## src/inc/tmcc_pkg.sv

```systemverilog
/*
 16-bit timer control package: register offsets, field positions, reset values,
 mode decode and the packed state and bus carrier types.
 Assumes an AXI4-Lite master with 8-bit addresses and 32-bit data.
*/
package tmcc_pkg;
   localparam logic [7:0]  TMCC_OFS_CTRL_A  = 8'h00;
   localparam logic [7:0]  TMCC_OFS_CTRL_B  = 8'h04;
   localparam logic [7:0]  TMCC_OFS_FORCE   = 8'h08;
   localparam logic [7:0]  TMCC_OFS_CNT_L   = 8'h0c;
   localparam logic [7:0]  TMCC_OFS_CNT_H   = 8'h10;
   localparam logic [7:0]  TMCC_OFS_CAP_L   = 8'h14;
   localparam logic [7:0]  TMCC_OFS_CAP_H   = 8'h18;
   localparam logic [7:0]  TMCC_OFS_CMP_L   = 8'h1c;
   localparam logic [7:0]  TMCC_OFS_CMP_H   = 8'h20;
   localparam logic [7:0]  TMCC_CMP_STRIDE  = 8'h08;
   localparam logic [7:0]  TMCC_OFS_STATUS  = 8'h34;
   localparam logic [7:0]  TMCC_OFS_MASK    = 8'h38;
   localparam logic [7:0]  TMCC_RST_BYTE    = 8'h00;
   localparam logic [15:0] TMCC_RST_WORD    = 16'h0000;
   localparam logic [7:0]  TMCC_STAT_IMPL   = 8'h2f;
   localparam logic [7:0]  TMCC_CTRL_B_WMSK = 8'hdf;
   localparam int          TMCC_ST_OVF      = 0;
   localparam int          TMCC_ST_MATCH    = 1;
   localparam int          TMCC_ST_CAP      = 5;
   localparam int          TMCC_B_FILT      = 7;
   localparam int          TMCC_B_EDGE      = 6;
   localparam int          TMCC_F_A         = 7;
   localparam int          TMCC_A_COM_A     = 6;
   localparam logic [2:0]  TMCC_CS_STOP     = 3'h0;
   localparam logic [2:0]  TMCC_CS_DIV1     = 3'h1;
   localparam logic [2:0]  TMCC_CS_DIV8     = 3'h2;
   localparam logic [2:0]  TMCC_CS_DIV64    = 3'h3;
   localparam logic [2:0]  TMCC_CS_DIV256   = 3'h4;
   localparam logic [2:0]  TMCC_CS_DIV1024  = 3'h5;
   localparam logic [2:0]  TMCC_CS_EXT_FALL = 3'h6;
   localparam logic [9:0]  TMCC_PRE_M8      = 10'h007;
   localparam logic [9:0]  TMCC_PRE_M64     = 10'h03f;
   localparam logic [9:0]  TMCC_PRE_M256    = 10'h0ff;
   localparam logic [9:0]  TMCC_PRE_M1024   = 10'h3ff;
   localparam logic [1:0]  TMCC_TOP_FIX     = 2'h0;
   localparam logic [1:0]  TMCC_TOP_CMPA    = 2'h1;
   localparam logic [1:0]  TMCC_TOP_CAP     = 2'h2;
   localparam logic [1:0]  TMCC_AT_NOW      = 2'h0;
   localparam logic [1:0]  TMCC_AT_TOP      = 2'h1;
   localparam logic [1:0]  TMCC_AT_BOT      = 2'h2;
   localparam logic [1:0]  TMCC_AT_MAX      = 2'h3;
   localparam logic [15:0] TMCC_TOP_MAX     = 16'hffff;
   localparam logic [15:0] TMCC_TOP_8BIT    = 16'h00ff;
   localparam logic [15:0] TMCC_TOP_9BIT    = 16'h01ff;
   localparam logic [15:0] TMCC_TOP_10BIT   = 16'h03ff;
   localparam logic [2:0]  TMCC_FILT_ALL1   = 3'h7;
   localparam logic [1:0]  TMCC_RESP_OKAY   = 2'h0;
   localparam logic [1:0]  TMCC_RESP_SLVERR = 2'h2;

   typedef struct packed {
      logic [1:0]  top_src;
      logic [15:0] fix_top;
      logic [1:0]  upd;
      logic [1:0]  ovf;
      logic        dual;
      logic        pwm;
      logic        tog_a;
   } tmcc_mode_t;

   typedef struct packed {
      logic awvalid; logic [7:0] awaddr; logic wvalid; logic [31:0] wdata;
      logic [3:0] wstrb; logic bready; logic arvalid; logic [7:0] araddr; logic rready;
   } tmcc_axi_req_t;

   typedef struct packed {
      logic awready; logic wready; logic bvalid; logic [1:0] bresp;
      logic arready; logic rvalid; logic [31:0] rdata; logic [1:0] rresp;
   } tmcc_axi_rsp_t;

   typedef struct packed {
      tmcc_axi_rsp_t   rsp;
      logic            aw_have;
      logic [7:0]      waddr;
      logic            w_have;
      logic [7:0]      wbyte;
      logic            wen;
      logic [7:0]      ctrl_a;
      logic [7:0]      ctrl_b;
      logic [15:0]     cnt;
      logic            down;
      logic [7:0]      temp;
      logic [15:0]     cap;
      logic [2:0][15:0] cmp_buf;
      logic [2:0][15:0] cmp;
      logic [7:0]      status;
      logic [7:0]      mask;
      logic [9:0]      pre;
      logic            block;
      logic [2:0]      force_m;
      logic            irq;
   } tmcc_state_t;

   typedef struct packed {
      logic s1; logic s2; logic [2:0] hist; logic level; logic rise; logic fall;
   } tmcc_filt_t;

   function automatic tmcc_mode_t tmcc_decode(input logic [3:0] wgm);
      tmcc_mode_t m;
      m = '{TMCC_TOP_FIX, TMCC_TOP_MAX, TMCC_AT_NOW, TMCC_AT_MAX, 1'b0, 1'b0, 1'b0};
      case (wgm[1:0])
         2'h1:    m.fix_top = TMCC_TOP_8BIT;
         2'h2:    m.fix_top = TMCC_TOP_9BIT;
         2'h3:    m.fix_top = TMCC_TOP_10BIT;
         default: m.fix_top = TMCC_TOP_MAX;
      endcase
      case (wgm)
         4'h1, 4'h2, 4'h3: m = '{TMCC_TOP_FIX, m.fix_top, TMCC_AT_TOP, TMCC_AT_BOT, 1'b1, 1'b1, 1'b0};
         4'h4:             m.top_src = TMCC_TOP_CMPA;
         4'h5, 4'h6, 4'h7: m = '{TMCC_TOP_FIX, m.fix_top, TMCC_AT_TOP, TMCC_AT_TOP, 1'b0, 1'b1, 1'b0};
         4'h8: m = '{TMCC_TOP_CAP, m.fix_top, TMCC_AT_BOT, TMCC_AT_BOT, 1'b1, 1'b1, 1'b1};
         4'h9: m = '{TMCC_TOP_CMPA, m.fix_top, TMCC_AT_BOT, TMCC_AT_BOT, 1'b1, 1'b1, 1'b1};
         4'ha: m = '{TMCC_TOP_CAP, m.fix_top, TMCC_AT_TOP, TMCC_AT_BOT, 1'b1, 1'b1, 1'b1};
         4'hb: m = '{TMCC_TOP_CMPA, m.fix_top, TMCC_AT_TOP, TMCC_AT_BOT, 1'b1, 1'b1, 1'b1};
         4'hc:             m.top_src = TMCC_TOP_CAP;
         4'he: m = '{TMCC_TOP_CAP, m.fix_top, TMCC_AT_TOP, TMCC_AT_TOP, 1'b0, 1'b1, 1'b1};
         4'hf: m = '{TMCC_TOP_CMPA, m.fix_top, TMCC_AT_TOP, TMCC_AT_TOP, 1'b0, 1'b1, 1'b1};
         default: m.fix_top = TMCC_TOP_MAX;
      endcase
      return m;
   endfunction
endpackage

```

## src/hw/tmcc_pin_filter.sv

```systemverilog
/*
 Pin conditioner: two-stage synchroniser, optional four-sample noise filter
 and one-cycle rise and fall pulses of the conditioned level.
 Assumes the pin is asynchronous to sys_clk.
*/
module tmcc_pin_filter
   import tmcc_pkg::*;
(
   input  wire logic sys_clk,
   input  wire logic rst,
   input  wire logic pin,
   input  wire logic filt_en,
   output logic      rise,
   output logic      fall
);
   tmcc_filt_t f_q;
   tmcc_filt_t f_d;

   always_comb begin
      f_d      = f_q;
      f_d.s1   = pin;
      f_d.s2   = f_q.s1;
      f_d.hist = {f_q.hist[1:0], f_q.s2};
      // four equal samples: three of history plus the newest one
      if (!filt_en || ({f_q.hist, f_q.s2} == {4{f_q.s2}})) begin
         f_d.level = f_q.s2;
      end
      f_d.rise = f_d.level & ~f_q.level;
      f_d.fall = ~f_d.level & f_q.level;
   end

   always_ff @(posedge sys_clk or posedge rst) begin
      if (rst) begin
         f_q <= '0;
      end else begin
         f_q <= f_d;
      end
   end

   assign rise = f_q.rise;
   assign fall = f_q.fall;
endmodule

```

## src/hw/tmcc_wave_unit.sv

```systemverilog
/*
 One compare output channel: applies match, forced match and TOP events to
 the output level according to the compare-output mode and waveform class.
 Assumes event inputs are one-cycle pulses on sys_clk.
*/
module tmcc_wave_unit (
   input  wire logic       sys_clk,
   input  wire logic       rst,
   input  wire logic       match,
   input  wire logic       force_m,
   input  wire logic       at_top,
   input  wire logic [1:0] compare_out_mode,
   input  wire logic       down,
   input  wire logic       pwm,
   input  wire logic       dual,
   input  wire logic       tog_ok,
   output logic            pin_q
);
   logic pin_d;

   always_comb begin
      pin_d = pin_q;
      if (!pwm) begin
         // forced match behaves as a real match on the pin only
         if (match || force_m) begin
            case (compare_out_mode)
               2'h1:    pin_d = ~pin_q;
               2'h2:    pin_d = 1'b0;
               2'h3:    pin_d = 1'b1;
               default: pin_d = pin_q;
            endcase
         end
      end else if (compare_out_mode == 2'h1) begin
         if (match && tog_ok) begin
            pin_d = ~pin_q;
         end
      end else if (compare_out_mode[1]) begin
         if (match) begin
            pin_d = compare_out_mode[0] ^ (dual & down);
         end
         // top applied last: a compare value equal to TOP yields to it
         if (!dual && at_top) begin
            pin_d = ~compare_out_mode[0];
         end
      end
   end

   always_ff @(posedge sys_clk or posedge rst) begin
      if (rst) begin
         pin_q <= 1'b0;
      end else begin
         pin_q <= pin_d;
      end
   end
endmodule

```

## src/hw/tmcc_timer.sv

```systemverilog
/*
 16-bit timer/counter control: waveform mode decode, clock select and
 prescaler, input capture, forced compare strobes, counter access through
 a shared high-byte latch, status flags with masked interrupt.
 Assumes an AXI4-Lite master on sys_clk and asynchronous capture and count pins.
*/
// Functional notes
// - mode picks TOP: max, fixed, compare A, capture
// - buffer load and overflow point follow mode
// - filter needs four equal samples to change
// - edge select: zero falling, one rising
// - capture edge copies counter, sets capture flag
// - capture-as-TOP modes disconnect the capture pin
// - clock select: stop, prescaled, external edges
// - external pin counts even when driven as output
// - force bits match immediately in non-PWM modes
// - forced match sets no flag, clears nothing
// - force bits always read as zero
// - counter bytes via shared high-byte latch
// - counter write blocks next timer-clock matches
// - mode bits split over control A and B
module tmcc_timer
   import tmcc_pkg::*;
(
   input  wire logic          sys_clk,
   input  wire logic          rst,
   input  tmcc_axi_req_t      axi_req,
   output tmcc_axi_rsp_t      axi_rsp,
   input  wire logic          capture_pin,
   input  wire logic          ext_count_pin,
   output logic [2:0]         compare_out_pin,
   output logic               irq
);
   tmcc_state_t s_q;
   tmcc_state_t s_d;
   tmcc_mode_t  md;
   logic [3:0]  waveform_mode_sel;
   logic [15:0] top;
   logic        tick;
   logic        cap_rise;
   logic        cap_fall;
   logic        ext_rise;
   logic        ext_fall;
   logic        cap_take;
   logic        at_top;
   logic        at_bot;
   logic        do_wr;
   logic        cnt_wr;
   logic [2:0]  match;
   logic [7:0]  st_set;
   logic [7:0]  st_clr;

   // ********************************
   // pin conditioning
   // ********************************
   tmcc_pin_filter u_cap_filt (
      .sys_clk (sys_clk),
      .rst     (rst),
      .pin     (capture_pin),
      .filt_en (s_q.ctrl_b[TMCC_B_FILT]),
      .rise    (cap_rise),
      .fall    (cap_fall)
   );

   // the pin is read whatever its port direction, so software can count
   tmcc_pin_filter u_ext_filt (
      .sys_clk (sys_clk),
      .rst     (rst),
      .pin     (ext_count_pin),
      .filt_en (1'b0),
      .rise    (ext_rise),
      .fall    (ext_fall)
   );

   // ********************************
   // next state
   // ********************************
   always_comb begin
      s_d    = s_q;
      st_set = '0;
      st_clr = '0;
      cnt_wr = 1'b0;
      match  = '0;
      waveform_mode_sel = {s_q.ctrl_b[4:3], s_q.ctrl_a[1:0]};
      md = tmcc_decode(waveform_mode_sel);
      case (md.top_src)
         TMCC_TOP_CMPA: top = s_q.cmp[0];
         TMCC_TOP_CAP:  top = s_q.cap;
         default:       top = md.fix_top;
      endcase

      // prescaler runs freely; stopping it would skew the first period
      s_d.pre = s_q.pre + 10'h001;
      case (s_q.ctrl_b[2:0])
         TMCC_CS_STOP:     tick = 1'b0;
         TMCC_CS_DIV1:     tick = 1'b1;
         TMCC_CS_DIV8:     tick = (s_q.pre & TMCC_PRE_M8) == TMCC_PRE_M8;
         TMCC_CS_DIV64:    tick = (s_q.pre & TMCC_PRE_M64) == TMCC_PRE_M64;
         TMCC_CS_DIV256:   tick = (s_q.pre & TMCC_PRE_M256) == TMCC_PRE_M256;
         TMCC_CS_DIV1024:  tick = s_q.pre == TMCC_PRE_M1024;
         TMCC_CS_EXT_FALL: tick = ext_fall;
         default:          tick = ext_rise;
      endcase

      // ********************************
      // bus slave
      // ********************************
      s_d.rsp.rvalid = s_q.rsp.rvalid & ~axi_req.rready;
      s_d.rsp.bvalid = s_q.rsp.bvalid & ~axi_req.bready;
      s_d.force_m    = '0;
      if (axi_req.awvalid && s_q.rsp.awready) begin
         s_d.aw_have = 1'b1;
         s_d.waddr   = axi_req.awaddr;
      end
      if (axi_req.wvalid && s_q.rsp.wready) begin
         s_d.w_have = 1'b1;
         s_d.wbyte  = axi_req.wdata[7:0];
         s_d.wen    = axi_req.wstrb[0];
      end
      do_wr = s_q.aw_have & s_q.w_have & ~s_q.rsp.bvalid;
      if (do_wr) begin
         s_d.aw_have    = 1'b0;
         s_d.w_have     = 1'b0;
         s_d.rsp.bvalid = 1'b1;
         s_d.rsp.bresp  = (s_q.waddr[1:0] == 2'h0 && s_q.waddr <= TMCC_OFS_MASK) ?
                          TMCC_RESP_OKAY : TMCC_RESP_SLVERR;
         if (s_q.wen) begin
            case (s_q.waddr)
               TMCC_OFS_CTRL_A: s_d.ctrl_a = s_q.wbyte;
               TMCC_OFS_CTRL_B: s_d.ctrl_b = s_q.wbyte & TMCC_CTRL_B_WMSK;
               // strobes only; the low five bits are ignored
               TMCC_OFS_FORCE:  s_d.force_m = {s_q.wbyte[TMCC_F_A-2], s_q.wbyte[TMCC_F_A-1],
                                               s_q.wbyte[TMCC_F_A]};
               TMCC_OFS_CNT_L: begin
                  s_d.cnt   = {s_q.temp, s_q.wbyte};
                  s_d.block = 1'b1;
                  cnt_wr    = 1'b1;
               end
               TMCC_OFS_CAP_L:  s_d.cap = {s_q.temp, s_q.wbyte};
               TMCC_OFS_CNT_H, TMCC_OFS_CAP_H: s_d.temp = s_q.wbyte;
               TMCC_OFS_STATUS: st_clr = s_q.wbyte & TMCC_STAT_IMPL;
               TMCC_OFS_MASK:   s_d.mask = s_q.wbyte & TMCC_STAT_IMPL;
               default:         s_d.temp = s_q.temp;
            endcase
            for (int i = 0; i < 3; i++) begin
               if (s_q.waddr == TMCC_OFS_CMP_L + 8'(i * 8)) begin
                  s_d.cmp_buf[i] = {s_q.temp, s_q.wbyte};
               end
               if (s_q.waddr == TMCC_OFS_CMP_H + 8'(i * 8)) begin
                  s_d.temp = s_q.wbyte;
               end
            end
         end
      end

      if (axi_req.arvalid && s_q.rsp.arready) begin
         s_d.rsp.rvalid = 1'b1;
         s_d.rsp.rdata  = '0;
         s_d.rsp.rresp  = (axi_req.araddr[1:0] == 2'h0 && axi_req.araddr <= TMCC_OFS_MASK) ?
                          TMCC_RESP_OKAY : TMCC_RESP_SLVERR;
         case (axi_req.araddr)
            TMCC_OFS_CTRL_A: s_d.rsp.rdata[7:0] = s_q.ctrl_a;
            TMCC_OFS_CTRL_B: s_d.rsp.rdata[7:0] = s_q.ctrl_b;
            TMCC_OFS_FORCE:  s_d.rsp.rdata[7:0] = TMCC_RST_BYTE;
            TMCC_OFS_CNT_L: begin
               // low-byte read freezes the high byte for the next read
               s_d.rsp.rdata[7:0] = s_q.cnt[7:0];
               s_d.temp           = s_q.cnt[15:8];
            end
            TMCC_OFS_CAP_L: begin
               s_d.rsp.rdata[7:0] = s_q.cap[7:0];
               s_d.temp           = s_q.cap[15:8];
            end
            TMCC_OFS_CNT_H, TMCC_OFS_CAP_H: s_d.rsp.rdata[7:0] = s_q.temp;
            TMCC_OFS_STATUS: s_d.rsp.rdata[7:0] = s_q.status;
            TMCC_OFS_MASK:   s_d.rsp.rdata[7:0] = s_q.mask;
            default:         s_d.rsp.rdata[7:0] = TMCC_RST_BYTE;
         endcase
         for (int i = 0; i < 3; i++) begin
            if (axi_req.araddr == TMCC_OFS_CMP_L + 8'(i * 8)) begin
               s_d.rsp.rdata[7:0] = s_q.cmp_buf[i][7:0];
               s_d.temp           = s_q.cmp_buf[i][15:8];
            end
            if (axi_req.araddr == TMCC_OFS_CMP_H + 8'(i * 8)) begin
               s_d.rsp.rdata[7:0] = s_q.temp;
            end
         end
      end
      s_d.rsp.awready = ~s_d.aw_have & ~s_d.rsp.bvalid;
      s_d.rsp.wready  = ~s_d.w_have & ~s_d.rsp.bvalid;
      s_d.rsp.arready = ~s_d.rsp.rvalid;

      // ********************************
      // counter, compare, capture
      // ********************************
      at_top = tick & (s_q.cnt == top);
      at_bot = tick & (s_q.cnt == TMCC_RST_WORD) & s_q.down;
      for (int i = 0; i < 3; i++) begin
         match[i] = tick & (s_q.cnt == s_q.cmp[i]) & ~s_q.block;
      end
      if (tick) begin
         s_d.block = cnt_wr;
         if (!cnt_wr) begin
            if (md.dual) begin
               if (!s_q.down && s_q.cnt >= top) begin
                  s_d.down = 1'b1;
                  s_d.cnt  = (s_q.cnt == TMCC_RST_WORD) ? s_q.cnt : s_q.cnt - 16'h0001;
               end else if (s_q.down && s_q.cnt == TMCC_RST_WORD) begin
                  s_d.down = 1'b0;
                  s_d.cnt  = (top == TMCC_RST_WORD) ? s_q.cnt : 16'h0001;
               end else begin
                  s_d.cnt = s_q.down ? s_q.cnt - 16'h0001 : s_q.cnt + 16'h0001;
               end
            end else begin
               s_d.down = 1'b0;
               s_d.cnt  = (s_q.cnt >= top) ? TMCC_RST_WORD : s_q.cnt + 16'h0001;
            end
         end
      end
      case (md.ovf)
         TMCC_AT_TOP: st_set[TMCC_ST_OVF] = at_top;
         TMCC_AT_BOT: st_set[TMCC_ST_OVF] = at_bot;
         default:     st_set[TMCC_ST_OVF] = tick & (s_q.cnt == TMCC_TOP_MAX);
      endcase
      // only counter matches reach the flags, forced ones never do
      st_set[TMCC_ST_MATCH +: 3] = match;
      // pin disconnected while the capture value is TOP; flag marks TOP then
      cap_take = (s_q.ctrl_b[TMCC_B_EDGE] ? cap_rise : cap_fall)
                 & (md.top_src != TMCC_TOP_CAP);
      if (cap_take) begin
         s_d.cap = s_q.cnt;
      end
      st_set[TMCC_ST_CAP] = cap_take | (at_top & (md.top_src == TMCC_TOP_CAP));
      for (int i = 0; i < 3; i++) begin
         if ((md.upd == TMCC_AT_NOW) ||
             (md.upd == TMCC_AT_TOP && at_top && !s_q.down) ||
             (md.upd == TMCC_AT_BOT && at_bot)) begin
            s_d.cmp[i] = s_d.cmp_buf[i];
         end
      end
      // a new event wins over a clear in the same cycle
      s_d.status = (s_q.status & ~st_clr) | st_set;
      s_d.irq    = |(s_d.status & s_d.mask);
   end

   // ********************************
   // registers and outputs
   // ********************************
   always_ff @(posedge sys_clk or posedge rst) begin
      if (rst) begin
         s_q <= '0;
      end else begin
         s_q <= s_d;
      end
   end

   for (genvar g = 0; g < 3; g++) begin : g_wave
      tmcc_wave_unit u_wave (
         .sys_clk          (sys_clk),
         .rst              (rst),
         .match            (match[g]),
         .force_m          (s_q.force_m[g] & ~md.pwm),
         .at_top           (at_top),
         .compare_out_mode (s_q.ctrl_a[TMCC_A_COM_A-2*g +: 2]),
         .down             (s_q.down),
         .pwm              (md.pwm),
         .dual             (md.dual),
         .tog_ok           (g == 0 && md.tog_a),
         .pin_q            (compare_out_pin[g])
      );
   end

   assign axi_rsp = s_q.rsp;
   assign irq     = s_q.irq;
endmodule

```

## config.mk

```make
export PLATFORM = sky130hd
export DESIGN_NAME = tmcc_timer
export DESIGN_NICKNAME = d
export VERILOG_FILES = /design/src/inc/tmcc_pkg.sv /design/src/hw/tmcc_pin_filter.sv /design/src/hw/tmcc_wave_unit.sv /design/src/hw/tmcc_timer.sv
export SDC_FILE = /design/constraint.sdc
export NUM_CORES = 1
export LEC_CHECK = 0
export BUFFER_PORTS_ARGS = -buffer_cell sky130_fd_sc_hd__buf_2
export CAP_MARGIN = 10
export CORE_AREA = 2 2 198 200
export DETAILED_ROUTE_END_ITERATION = 12
export DIE_AREA = 0 0 200 202
export PLACE_DENSITY_LB_ADDON = 0.25
export SKIP_CTS_REPAIR_TIMING = 1
export SLEW_MARGIN = 15
export SYNTH_ARGS = -nofsm -noshare
export SYNTH_HDL_FRONTEND = slang
export SYNTH_SLANG_ARGS = --single-unit
```

## constraint.sdc

```tcl
create_clock -name sys_clk -period 11.1 [get_ports sys_clk]
set_clock_uncertainty 0.05 [all_clocks]
set_input_delay 3.33 -clock sys_clk [delete_from_list [all_inputs] [get_ports sys_clk]]
set_output_delay 3.33 -clock sys_clk [all_outputs]
set_load 0.01 [all_outputs]
```

# ---- Yosys cells after proc, flatten, opt, wreduce, memory -nomap -nowiden
# Index checks and enable logic that the tools add are counted.
# W data, S select, Z words.
dict set report totals {
  register_bits 235
  inputBits 61
  word_cells 343
}
dict set report op_classes {
  addsub 3
  n_lt_le_gt_ge 3
  n_eq_ne 88
  mux 89
  bitwise 54
  n_reduce_logical 61
}
# op count
set ops {}
lappend ops {{$mux W16} 14}
lappend ops {{$mux W72} 2}
lappend ops {{$mux W8} 17}
lappend ops {{$eq A8 B6 Y1 const B} 14}
lappend ops {{$mux W17} 4}
lappend ops {{$eq A16 B16 Y1} 4}
lappend ops {{$eq A8 B5 Y1 const B} 8}
lappend ops {{$pmux W8 S7} 1}
lappend ops {{$pmux W16 S3} 1}
lappend ops {{$mux W35} 1}
lappend ops {{$pmux W7 S5} 1}
lappend ops {{$logic_not A16 Y1} 2}
lappend ops {{$pmux W16 S2} 1}
lappend ops {{$mux W1} 29}
lappend ops {{$eq A4 B4 Y1 const B} 7}
lappend ops {{$and A1 B1 Y1} 26}
lappend ops {{$eq A8 B4 Y1 const B} 3}
lappend ops {{$eq A2 B2 Y1 const B} 11}
lappend ops {{$not A1 Y1} 20}
lappend ops {{$mux W6} 3}
lappend ops {{$reduce_bool A2 Y1} 9}
lappend ops {{$add A16 B1 Y16 const B} 1}
lappend ops {{$and A8 B8 Y8} 2}
lappend ops {{$eq A16 B16 Y1 const B} 1}
lappend ops {{51 further kinds} 116}

# ---- Logic depth before layout (Yosys ltp)
dict set report depth {
  ltp_word 13
  mapped_depth 22
  depth_no_buf 19
}

# ---- By module
# Synthesis repeated with hierarchy kept, for this count alone.
dict set report unflattened {
  hier_cells 1316
  hier_area_um2 13280.2
}
# module n_inst cells_per_inst area_each_um2 seq_area_each_um2
set modules_own_cells {}
lappend modules_own_cells {tmcc_timer 1 1230 12366.9 5280.1}
lappend modules_own_cells {tmcc_pin_filter 2 19 272.8 200.2}
lappend modules_own_cells {tmcc_wave_unit 3 16 122.6 25.0}

# ---- Worst setup path before layout
# Ideal clock, no wire load.
dict set report synth_timing {
  kind {in2reg}
  start {input port axi_req[5] (netlist name)}
  end {register s_q[150] (netlist name)}
  setup_ns 0.082
  arrival_time_ns 5.043
  slack_ns 5.925
  cell_stages 9
  cell_sequence {clkbuf_1 > or4b_2 > nor3_2 > buf_2 > a221oi_1 > o21ai_0 > o21ai_0 > o21a_1 > o22ai_1}
}
# item line
set synth_lines {}
lappend synth_lines {{start, declared} tmcc_timer.sv:27} ;# input tmcc_axi_req_t axi_req,
lappend synth_lines {{end signal, assigned} tmcc_timer.sv:251} ;# s_q <= '0;
lappend synth_lines {{end signal, assigned} tmcc_timer.sv:253} ;# s_q <= s_d;
lappend synth_lines {{end, declared} tmcc_timer.sv:34} ;# tmcc_state_t s_q;

# ---- Worst setup path after layout
dict set report layout_timing {
  start {register s_q[177] (netlist name)}
  end {register s_q[158] (netlist name)}
}
dict set report layout_via {
  elab_chain_cells 11
  elab_cells_between_ends 43
  cone_classes {order compare (1); eq/ne (21); mux (10); reduce/logical (11)}
}
# item line
set layout_rtl {}
lappend layout_rtl {{$eq A4 B4 Y1 / $eq A4 B3 Y1 (equally long branches)} tmcc_pkg.sv:112} ;# case (wgm)
lappend layout_rtl {{$reduce_or A4 Y1 (no source line)} n/a}
lappend layout_rtl {{$pmux W2 S2} tmcc_pkg.sv:112}
lappend layout_rtl {{$eq A2 B2 Y1 / $eq A2 B1 Y1 (equally long branches)} tmcc_timer.sv:86} ;# case (md.top_src)
lappend layout_rtl {{$pmux W16 S2} tmcc_timer.sv:86}
lappend layout_rtl {{$ge A16 B16 Y1} {tmcc_timer.sv:205, tmcc_timer.sv:216}}
lappend layout_rtl {{$logic_and A1 B1 Y1} tmcc_timer.sv:205} ;# if (!s_q.down && s_q.cnt >= top) begin
lappend layout_rtl {{$mux W17} tmcc_timer.sv:205}
lappend layout_rtl {{$mux W17} tmcc_timer.sv:204} ;# if (md.dual) begin
lappend layout_rtl {{$mux W17} tmcc_timer.sv:203} ;# if (!cnt_wr) begin
lappend layout_rtl {{$mux W17} tmcc_timer.sv:201} ;# if (tick) begin
# Parallel ways exist; a longest one is shown, timed or not.
# A chain may end at the register's enable or synchronous reset.

==> qor.txt <==
Status: completed
Hold_ws: 296 ps
Post-synthesis cell area: 13200 um^2
Nets@finish: 1403
Area leader, netlist: dfrtp_1
Relative slew slack: 25.8%
Total wire length: 39.9 mm
Syn. warnings: 0
Vias: 10300
Minimum clock period: 5760 ps
GP Congestion: 0.902
Port Buffers: 52
Leak: 6.81 nW
Seq/Total Area, Yosys: 43.1%
Global route overflow: 0
FFs w/ async S/R, synth: 100%
Most used cell, CP: ha_1
CP top delay family: compound AO/OA/AOI/OAI gates
Worst vdd ir: 141 uV
Starting Density: 34.4%
Root buf cell: clkbuf_16
Post-synth cell types: 87
Clk_lat worst skew: 550 ps
Crit path DAT: 6120 ps
Initial antenna violation count: 2
#FFs+latches synth: 227
Crit path required time: 11450 ps
Die X: 200 um
Vias in the first global route: 10200
Power Total: 2.77 mW
Die area: 40400 um^2
Via density: 5.57
Largest net degree at the start of global routing: 109
Most common cell in the netlist: dfrtp_1
Least-Margin Pin Slew: 1100 ps
Die Ht: 202 um
I/O Pins: 106
Share of cells above drive strength 1: 18.4%
Period utilisation layout: 51.9%
CTS Sinks: 227
Crit end category: flip-flop
CTS clk-pin slew, worst paths: 60 ps
Clock buffer count from CTS: 26
Pwr dens: 192 nW/um^2
Post-route ant nets: 0
Syn Area/Cell: 9.98 um^2
Max Cap Viol: 0
CP Buf/Inv Count: 2
Avg WL per Cell: 21.6 um
First-pass GRT wire length: 61.9 mm
H-tree Lvls: 1
Total track usage: 20.0%
Cell Rows: 72
Slowest-stage cell, CP: o21ai_1
CTS max path bufs: 3
Primary FF master, synth: dfrtp_1
CORE AREA: 38300 um^2
Post-synthesis cell count: 1321
CTS tree: built
Final setup viols: 0
Design area: 14500 um^2
Final Hold Viols: 0
Crit path largest cell delay: 950 ps
Setup TNS: 0 ps
Slew Viols, Final: 0
Number of synthesized flops with an enable pin: 0
Worst path cell trace: inv_1 -> ha_1 -> inv_1 -> nor2_1 -> o21ai_0 -> a21boi_0 -> ha_1 -> o311ai_1 -> nand2_1 -> ha_1 -> nand4_1 -> nor2_1 -> a221oi_1 -> nand3_1 -> o21ai_1 -> o211ai_1 -> a32oi_1 -> a211oi_1
Area share of the largest cell type after synthesis: 43.1%
Drt initial violations: 995
RSZ-0062 raised after global routing: false
Commonest cells in the netlist: dfrtp_1, nand2_1, mux2_2, o21ai_0
Iteration count of the initial detailed-routing pass: 5
Synth top area cells: dfrtp_1, mux2_2, xor2_1
Hpwl dp: 28.6 mm
Setup CP Type: reg -> reg
Synthesis-to-layout area growth: 9.61%
Worst Path Max Fanout: 19
Fmax achieved: 173 MHz
Min-delay worst type: reg -> reg
Residual DRC count: 0
Startpoint Class: flip-flop
Placement-stage cell area: 13600 um^2
[metal layers]
metal	routed length [um]	track usage [%]	up-vias	part of all wire, %
li1	-	-	4764	-
met1	18300	28.6	5104	46
met2	17800	30.7	340	45
met3	2380	2.92	76	6.0
met4	1470	7.28	2	3.7
met5	13	0	-	0.033
[cell type report]
| class | instances | area, um^2 |
|---|---|---|
| Antenna cell | 1 | 2.50 |
| Multi-Input combinational cell | 956 | 6740 |
| Clock inverter | 6 | 93.8 |
| Timing Repair Buffer | 70 | 395 |
| Fill cell | 3837 | 23800 |
| Inverter | 29 | 116 |
| Sequential cell | 227 | 5680 |
| Tap cell | 518 | 648 |
| Clock buffer | 39 | 769 |
[placed cells by master, fill, tap and decap left out, types with 9 or more instances in the layout]
cell type  netlist  layout
o22ai_1         16      16
and3_1          28      28
nor2_1          64      63
nand2_1        102     102
mux2_1          16      16
nor3_1          21      21
o21ai_0         99      99
a22oi_1          9       9
a221oi_1        29      29
xnor2_1          9       9
nand3_1         28      28
nor4_1          24      23
mux2_2          99      99
or3_1           13      13
clkbuf_16        0      26
nand4_1         11      11
a21oi_1         64      64
a211oi_1        12      12
a31oi_1         12      12
buf_4           49      18
xor2_1          58      58
ha_1            32      32
dfrtp_1        227     227
o21a_1          16      16
conb_1           1      26
inv_1           29      28
buf_2           10      52
mux2i_1         25      25
[cell families (layout without fill, tap and decap cells)]
group           count (synthesis)  count (layout)  share of synthesized area [%]
compound gates                331             331                           16.5
xor+xnor                       67              67                           4.45
fa+ha+maj                      32              32                           3.04
buf+inv                       163             144                           6.59
flops                         227             227                           43.1
mux                           145             145                           12.3
other cells                     1              27                         0.0284
simple gates                  355             355                           14.0
[worst paths after layout]
kind	start	depth (start not counted)	slack, ps	end
setup / recovery	s_q[177]$_DFFE_PP0P_	18	5340	s_q[158]$_DFFE_PP0P_
hold / removal	u_cap_filt.f_d[6]$_DFF_PP0_	0	300	u_cap_filt.f_d[3]$_DFF_PP0_
setup reg to reg	s_q[177]$_DFFE_PP0P_	18	5340	s_q[158]$_DFFE_PP0P_
hold reg to reg	u_cap_filt.f_d[6]$_DFF_PP0_	0	300	u_cap_filt.f_d[3]$_DFF_PP0_
max in group asynchronous	rst	4	6040	s_q[164]$_DFFE_PP0P_
min in group asynchronous	rst	2	2860	axi_rsp[39]$_DFF_PP0_
[flip-flops by register name (all words and copies together) (netlist names)]
signal,flops
s_q,195
axi_rsp,15
u_cap_filt.f_d,4
g_wave.u_wave.pin_q,3
u_cap_filt.f_q,2
u_ext_filt.f_d,2
irq,1
u_cap_filt.fall,1
u_cap_filt.rise,1
u_ext_filt.f_q,1
u_ext_filt.fall,1
u_ext_filt.rise,1
[power breakdown]
part | switching (mW) | leakage [nW] | internal, mW
clock | 0.347 | 0.421 | 0.522
sequential | 0.281 | 3.04 | 0.938
combinational | 0.403 | 3.35 | 0.279
total | 1.03 | 6.81 | 1.74
[stage by stage]
stage / instances / util [%] / worst slack, ps
finish: 1846 / 37.7 / 5340
global placement: 1800 / 35.5 / 5240
detailed placement: 1800 / 35.5 / 5230
global route: 1845 / 37.7 / 4990
floorplan: 1346 / - / 1500
CTS: 1845 / 37.7 / 5500
No activity file was read; power rests on OpenSTA's default activity.
